File: config.mk
export PLATFORM = sky130hd
export DESIGN_NAME = code_security_boot_config
export DESIGN_NICKNAME = d
export VERILOG_FILES = /design/src/secure_setting_store.v /design/src/code_security_boot_config.v
export VERILOG_INCLUDE_DIRS = /design/src
export SDC_FILE = /design/constraint.sdc
export NUM_CORES = 1
export LEC_CHECK = 0
export ABC_AREA = 0
export BUFFER_PORTS_ARGS = -buffer_cell sky130_fd_sc_hd__buf_4
export CAP_MARGIN = 15
export CORE_UTILIZATION = 40
export CTS_CLUSTER_DIAMETER = 40
export DETAILED_ROUTE_END_ITERATION = 8
export GPL_TIMING_DRIVEN = 1
export PLACE_DENSITY_LB_ADDON = 0.1
export SLEW_MARGIN = 20
export SYNTH_ARGS = -nofsm -noshare
export SYNTH_HDL_FRONTEND = slang
export SYNTH_SLANG_ARGS = --single-unit
export TNS_END_PERCENT = 10
File: constraint.sdc
create_clock -name i_ref_clk -period 2 [get_ports i_ref_clk]
set_input_delay 0.4 -clock i_ref_clk [delete_from_list [all_inputs] [get_ports i_ref_clk]]
set_output_delay 0.4 -clock i_ref_clk [all_outputs]
set_load 0.01 [all_outputs]
File: src/secure_boot_map.vh
// Constants for the security and boot configuration block.
// Included by the block and by its register store; holds definitions only.
`ifndef SECURE_BOOT_MAP_VH
`define SECURE_BOOT_MAP_VH

// Register offsets on the APB slave (byte addresses, one word each).
`define SB_OFF_SETTING   12'h000
`define SB_OFF_CONTROL   12'h004
`define SB_OFF_STATUS    12'h008

// Field positions inside the security setting byte.
`define SB_BIT_LOCK      0
`define SB_BIT_INHIBIT   1
`define SB_BIT_STRAP2    4
`define SB_BIT_STRAP4    5

// Field positions inside the control register.
`define SB_CTL_PROG_MODE 0
`define SB_CTL_ERASE_ALL 1

// Field positions inside the status register.
`define SB_ST_LOCKED     0
`define SB_ST_BOOT_LDR   1
`define SB_ST_PROG_MODE  2
`define SB_ST_REFUSED    3

// Erased value of the setting byte: every bit reads one.
`define SB_ERASED        8'hff
`define SB_WIDTH         8

`endif

File: src/secure_setting_store.v
// Non-volatile store for the security setting byte.
// Assumes the caller only asserts a program or erase strobe when allowed.
`timescale 1ns/100ps
`include "secure_boot_map.vh"

module secure_setting_store
(
   input  wire                    i_ref_clk,
   input  wire                    i_resetn,
   input  wire                    i_program,
   input  wire [`SB_WIDTH-1:0]    i_program_data,
   input  wire                    i_erase_all,
   output reg  [`SB_WIDTH-1:0]    o_setting
);

   // Reset stands in for power-up of an erased cell array.
   // Programming can only pull bits toward zero; erase restores all ones.
   always @(posedge i_ref_clk or negedge i_resetn)
   begin
      if (!i_resetn)
         o_setting <= `SB_ERASED;
      else if (i_erase_all)
         o_setting <= `SB_ERASED;
      else if (i_program)
         o_setting <= o_setting & i_program_data;
   end

endmodule // secure_setting_store

File: src/code_security_boot_config.v
// Security and boot configuration logic for the on-chip flash program memory.
// Assumes an APB master in programming mode and a CPU core that honours
// the boot selection and the table-read gate; pins are synchronous.
//
// Behaviour
// - A programmed lock bit refuses external reads of flash and settings.
// - With inhibit at zero, table reads from external code stay external.
// - Table reads from internal code may always reach both memories.
// - With the inhibit bit at one, table reads are not restricted.
// - Port 2 strap enabled, bits 6 and 7 low in reset: boot the loader.
// - Port 4 strap enabled, bit 3 low in reset: boot the loader bank.
// - Every setting bit reads one when erased, zero enables its feature.
// - A programmed bit returns to one only through erase-all or the i_resetn reset.
// - The setting register is reachable only in flash programming mode.
`timescale 1ns/100ps
`include "secure_boot_map.vh"

module code_security_boot_config
(
   input  wire        i_ref_clk,
   input  wire        i_resetn,
   input  wire        i_cpu_reset,
   input  wire        i_port2_bit6_strap,
   input  wire        i_port2_bit7_strap,
   input  wire        i_port4_bit3_strap,
   input  wire        i_psel,
   input  wire        i_penable,
   input  wire        i_pwrite,
   input  wire [11:0] i_paddr,
   input  wire [31:0] i_pwdata,
   input  wire        i_flash_read_req,
   input  wire [31:0] i_flash_rdata,
   input  wire        i_tr_valid,
   input  wire        i_tr_from_internal,
   input  wire        i_tr_target_internal,
   output reg  [31:0] o_prdata,
   output reg         o_pready,
   output reg         o_pslverr,
   output reg  [31:0] o_flash_out,
   output reg         o_flash_out_valid,
   output reg         o_tr_grant_internal,
   output reg         o_tr_redirect_external,
   output reg         o_boot_loader_bank,
   output reg         o_table_read_inhibit
);

   // One-hot phase codes of the bus slave.
   localparam ST_IDLE   = 2'b01;
   localparam ST_ACCESS = 2'b10;

   // Bus phase, mode and configuration samples.
   reg  [1:0]  state;
   reg  [1:0]  next_state;
   reg         prog_mode;
   reg         refused;
   reg         lock_applied;
   reg         strap_boot;
   reg         inhibit_sampled;
   // Wires derived from the bus and the store.
   wire [7:0]  setting;
   wire        setup;
   wire        prog_stb;
   wire        erase_stb;
   wire        live_lock;
   wire        boot_now;
   wire [11:0] addr;

   // Address alias, setup-phase decode and the live lock level.
   assign addr  = i_paddr;
   assign setup = i_psel & ~i_penable;
   assign live_lock = ~setting[`SB_BIT_LOCK];

   // Program strobe is allowed only in programming mode and before locking.
   assign prog_stb  = (state == ST_ACCESS) & i_pwrite & prog_mode
                      & ~live_lock & (addr == `SB_OFF_SETTING);
   assign erase_stb = (state == ST_ACCESS) & i_pwrite
                      & (addr == `SB_OFF_CONTROL)
                      & i_pwdata[`SB_CTL_ERASE_ALL] & prog_mode;

   // The store only ever sees strobes that are already allowed.
   secure_setting_store u_store
   (
      .i_ref_clk      (i_ref_clk),
      .i_resetn       (i_resetn),
      .i_program      (prog_stb),
      .i_program_data (i_pwdata[7:0]),
      .i_erase_all    (erase_stb),
      .o_setting      (setting)
   );

   // Two-state APB slave: answers one cycle after the setup cycle.
   always @*
   begin
      next_state = state;
      case (state)
         ST_IDLE:   if (setup) next_state = ST_ACCESS;
         ST_ACCESS: next_state = ST_IDLE;
         default:   next_state = ST_IDLE;
      endcase
   end

   // Strap decode: either enabled strap condition selects the loader bank.
   assign boot_now =
      (~setting[`SB_BIT_STRAP2] & ~i_port2_bit6_strap
       & ~i_port2_bit7_strap)
      | (~setting[`SB_BIT_STRAP4] & ~i_port4_bit3_strap);

   // Bus, mode and sampled state. Sampling follows the CPU reset so that a
   // pin change during normal running cannot switch the boot bank.
   always @(posedge i_ref_clk or negedge i_resetn)
   begin
      if (!i_resetn)
      begin
         state        <= ST_IDLE;
         prog_mode    <= 1'b0;
         refused      <= 1'b0;
         o_prdata     <= 32'h0000_0000;
         o_pready     <= 1'b0;
         o_pslverr    <= 1'b0;
         lock_applied <= 1'b0;
         strap_boot   <= 1'b0;
         inhibit_sampled <= 1'b0;
         o_boot_loader_bank   <= 1'b0;
         o_table_read_inhibit <= 1'b0;
      end
      else
      begin
         state     <= next_state;
         o_pready  <= (next_state == ST_ACCESS);
         o_pslverr <= 1'b0;
         o_prdata  <= 32'h0000_0000;
         // Sampled while the CPU is held in reset. A strap or setting change
         // at run time waits for the next reset, so the bank cannot flip.
         if (i_cpu_reset)
         begin
            lock_applied    <= live_lock;
            strap_boot      <= boot_now;
            inhibit_sampled <= ~setting[`SB_BIT_INHIBIT];
         end
         else
         begin
            o_boot_loader_bank   <= strap_boot;
            o_table_read_inhibit <= inhibit_sampled;
         end
         // A clear from software; a refusal decoded below in the same
         // cycle is assigned later and so wins.
         if (state == ST_ACCESS && i_pwrite && addr == `SB_OFF_STATUS
             && i_pwdata[`SB_ST_REFUSED])
            refused <= 1'b0;
         // Decode at setup so the answer stands in the access cycle.
         if (next_state == ST_ACCESS)
         begin
            case (addr)
               `SB_OFF_SETTING:
               begin
                  // Locked or out of mode: refuse with an error, no data.
                  if (!prog_mode || live_lock)
                  begin
                     o_pslverr <= 1'b1;
                     refused   <= 1'b1;
                  end
                  else if (!i_pwrite)
                     o_prdata <= {24'h00_0000, setting};
               end
               `SB_OFF_CONTROL:
                  if (!i_pwrite)
                     o_prdata <= {31'h0000_0000, prog_mode};
               `SB_OFF_STATUS:
                  if (!i_pwrite)
                     o_prdata <= {28'h000_0000, refused, prog_mode,
                                  strap_boot, live_lock};
               default:
                  o_pslverr <= 1'b1;
            endcase
         end
         // Programming mode follows bit 0 of every control write.
         if (state == ST_ACCESS && i_pwrite && addr == `SB_OFF_CONTROL)
            prog_mode <= i_pwdata[`SB_CTL_PROG_MODE];
      end
   end

   // Flash readback path for the programmer; closed once the lock holds.
   always @(posedge i_ref_clk or negedge i_resetn)
   begin
      if (!i_resetn)
      begin
         o_flash_out       <= 32'h0000_0000;
         o_flash_out_valid <= 1'b0;
      end
      else
      begin
         o_flash_out_valid <= i_flash_read_req & prog_mode & ~live_lock
                              & ~lock_applied;
         if (i_flash_read_req & prog_mode & ~live_lock & ~lock_applied)
            o_flash_out <= i_flash_rdata;
         else
            o_flash_out <= 32'h0000_0000;
      end
   end

   // Table-read gate: internal code always passes; external code may reach
   // internal memory only while the inhibit is clear.
   always @(posedge i_ref_clk or negedge i_resetn)
   begin
      if (!i_resetn)
      begin
         o_tr_grant_internal    <= 1'b0;
         o_tr_redirect_external <= 1'b0;
      end
      else
      begin
         o_tr_grant_internal <= i_tr_valid & i_tr_target_internal
            & (i_tr_from_internal
               | ~o_table_read_inhibit);
         o_tr_redirect_external <= i_tr_valid & i_tr_target_internal
            & ~i_tr_from_internal & o_table_read_inhibit;
      end
   end

endmodule // code_security_boot_config

==> impl_metrics.toml <==
[sta]
layout_min_cycle_time_ns = 1.664
fin_crit_sh = 0.8322
drv_slew = 0
hold_viol = 0
finalSetupTns_ns = 0
finClkSkew_ns = 0.008754
setup_viol = 0
rsz0062_at_grt = "false"
setup_slack_ns = 0.3356
fmax_mhz = 600.8

[pwr]
clockPowerShare = 0.379
ir_drop_uv = 299.8
p_per_area_nw_per_um2 = 689.8
p_seq_frac = 0.537
p_leak_nw = 1.855
swShare = 0.2181
power_frac_comb = 0.083
p_int_mw = 1.865
fin_total_pwr_mw = 2.385
p_sw_mw = 0.5200

[placed_design]
dpl_worst_slack_ns = 0.1034
portBuffers = 111
dp_hpwl_mm = 3.524
place_area_um2 = 3284
gp_congestion = 0.8050
dp.cells = 381

[final_layout]
n_fill_cell = 548
drive_gt1_frac = 0.4458
fin_cells = 398
n_antenna_cell = 0
design_area_um2 = 3457
syn_to_final_growth_pct = 42.42
final_nets = 407

[critical_path]
slowest_stage = "dfstp_2"
worstPathRequired_ns = 2.22
crit_fanout = 5
worst_setup_path_end_kind = "flop"
path_class = "reg2reg"
cp-start-kind = "flop"
cp_cell_sequence = "and4bb_2 -> inv_2 -> or3_1 -> nor4b_2"
crit_arrival_ns = 1.88
cp_slowest_stage_delay_ns = 0.53

[routing]
drt_iter0_drc = 81
wl_per_cell_um = 11.97
vias_per_cell = 4.487
first_pass_iters = 4
routed-via-count = 1786
final_antenna_net_count = 0
drc = 0
routed_wl_mm = 4.765

[global_route]
gr-total-overflow = 0
antenna_found_initial = 0
grt_pass1_vias = 1717
grt_pass1_wl_mm = 7.507
grt_max_degree = 36
track_usage = 0.1614

[synth]
synthDominantCellAreaShare = 0.5464
syn_avg_cell_area_um2 = 12.26
synth-main-ff-cell = "dfrtp_1"
yosysSeqAreaShare = 0.6438
syn_area_um2 = 2427
synth_cells = 198
synth_top_family_by_area = "simple AND/OR/NAND/NOR gates"
synthMuxAreaShare = 0.009278
synth_compound_area_frac = 0.05825
synth_edf_count = 0
async_flop_share = 1.000
synthTopCellsByCount = "dfrtp_1, and2_1, buf_4"
synth_fa_ha_area_frac = 0
ys_types = 34
synth_area_leaders = "dfrtp_1, dfstp_2, and2_1"
synth-simple-area-share = 0.1923
synth.most_common_cell = "dfrtp_1"
yosys_warnings = 0
synth-xor-area-share = 0
synth_area_leader_cell = "dfrtp_1"
ys_seq_elements = 62

[clocking]
insertion_delay_ns = 0.32
clock-sinks = 62
clk_pin_slew_ns = 0.07
post-cts-setup-buffers = 0
cts_tree = "yes"
cts-buffers-inserted = 9
clock_path_buffers = 2
h-tree-depth = 3
cts-root-buf = "clkbuf_8"

[die]
io_pins = 160
start_util = 0.4124
coreArea_um2 = 5886
die_w_um = 79.90
rows = 28
die-area_um2 = 6384
die_y_um = 79.90

[worst_hold_path]
hp-class = "in2reg"

[run_status]
outcome = "finished clean"

[run]
drv_cap = 0
critical path: cells and delay by family (launching register included):
family        cells  cell delay, ns
buf+inv           1            0.06
flops             1            0.53
simple gates      3            0.97
placed cells by master (no fill, tap or decap), types with 3 or more instances in the layout:
master	netlist	final
buf_4	24	115
inv_1	4	4
dfstp_2	9	9
nand2_1	17	17
o31ai_1	9	9
conb_1	1	24
nor2_1	3	3
clkbuf_8	0	10
nor3b_1	5	4
and2_1	36	36
a21oi_1	4	4
dfrtp_1	53	53
clkbuf_1	3	4
logic make-up (layout without fill, tap and decap cells):
family / count (synthesis) / count (layout)
DFF: 62 / 62
other: 1 / 24
and+or+nand+nor: 76 / 76
AOI/OAI and AO/OA: 21 / 21
buffers and inverters: 36 / 138
muxes: 2 / 2
area by class of cell:
class                      count  area, um2  share of cell area
sequential                    62       1563              0.4520
tap                           75      93.84             0.02714
multi-input combinational    123      725.7              0.2099
inverter                       5      18.77            0.005429
timing repair buffer         117      893.4              0.2584
clock buffer                  14      152.6             0.04415
clock inverter                 2      10.01            0.002895
path summary, 6_finish.rpt:
kind | from | endpoint | slack [ns] | depth (start not counted)
hold / removal | i_tr_from_internal | o_tr_redirect_external | 0.23 | 2
setup reg to reg | state[0] | o_prdata[2] | 0.34 | 4
hold reg to reg | state[1] | o_pready | 0.46 | 1
max in group asynchronous | i_resetn | u_store.o_setting[0] | 0.89 | 3
setup / recovery | state[0] | o_prdata[2] | 0.34 | 4
min in group asynchronous | i_resetn | o_flash_out[29] | 0.55 | 2
per-stage QoR:
step	util	hold WS, ns
floorplan	-	0.1044
global placement	0.5580	0.3374
detailed placement	0.5580	0.3409
CTS	0.5874	0.2127
global route	0.5874	0.2144
finish	0.5874	0.2350
sequential cells by signal, indices dropped and copies added, names as in the netlist, 2 cells and up:
| name | count |
|---|---|
| o_flash_out | 32 |
| o_prdata | 8 |
| u_store.o_setting | 8 |
| state | 2 |
power by group through the flow:
stage | Clock (mW) | Combinational (mW) | Sequential, mW
2_1_floorplan | 0 | 0.0867 | 1.31
4_1_cts | 0.947 | 0.203 | 1.28
6_report | 0.905 | 0.199 | 1.28
3_3_place_gp | 0 | 0.198 | 1.30
3_5_place_dp | 0 | 0.201 | 1.30
5_1_grt | 1.00 | 0.221 | 1.28
what timing repair did:
| item | in CTS | in global routing |
|---|---|---|
| hold endpoints to repair | 27 | 0 |
| gates resized for setup | 0 | 0 |
| hold buffers | 1 | 0 |
metal layers:
metal | track usage | wire length [um] | up-vias
met5 | 0 | 0 | -
met1 | 0.1793 | 1834 | 852
met4 | 0.1054 | 98 | 0
li1 | - | - | 844
met3 | 0.05371 | 433 | 9
met2 | 0.2632 | 2398 | 81
No activity file was read; power rests on OpenSTA's default activity.
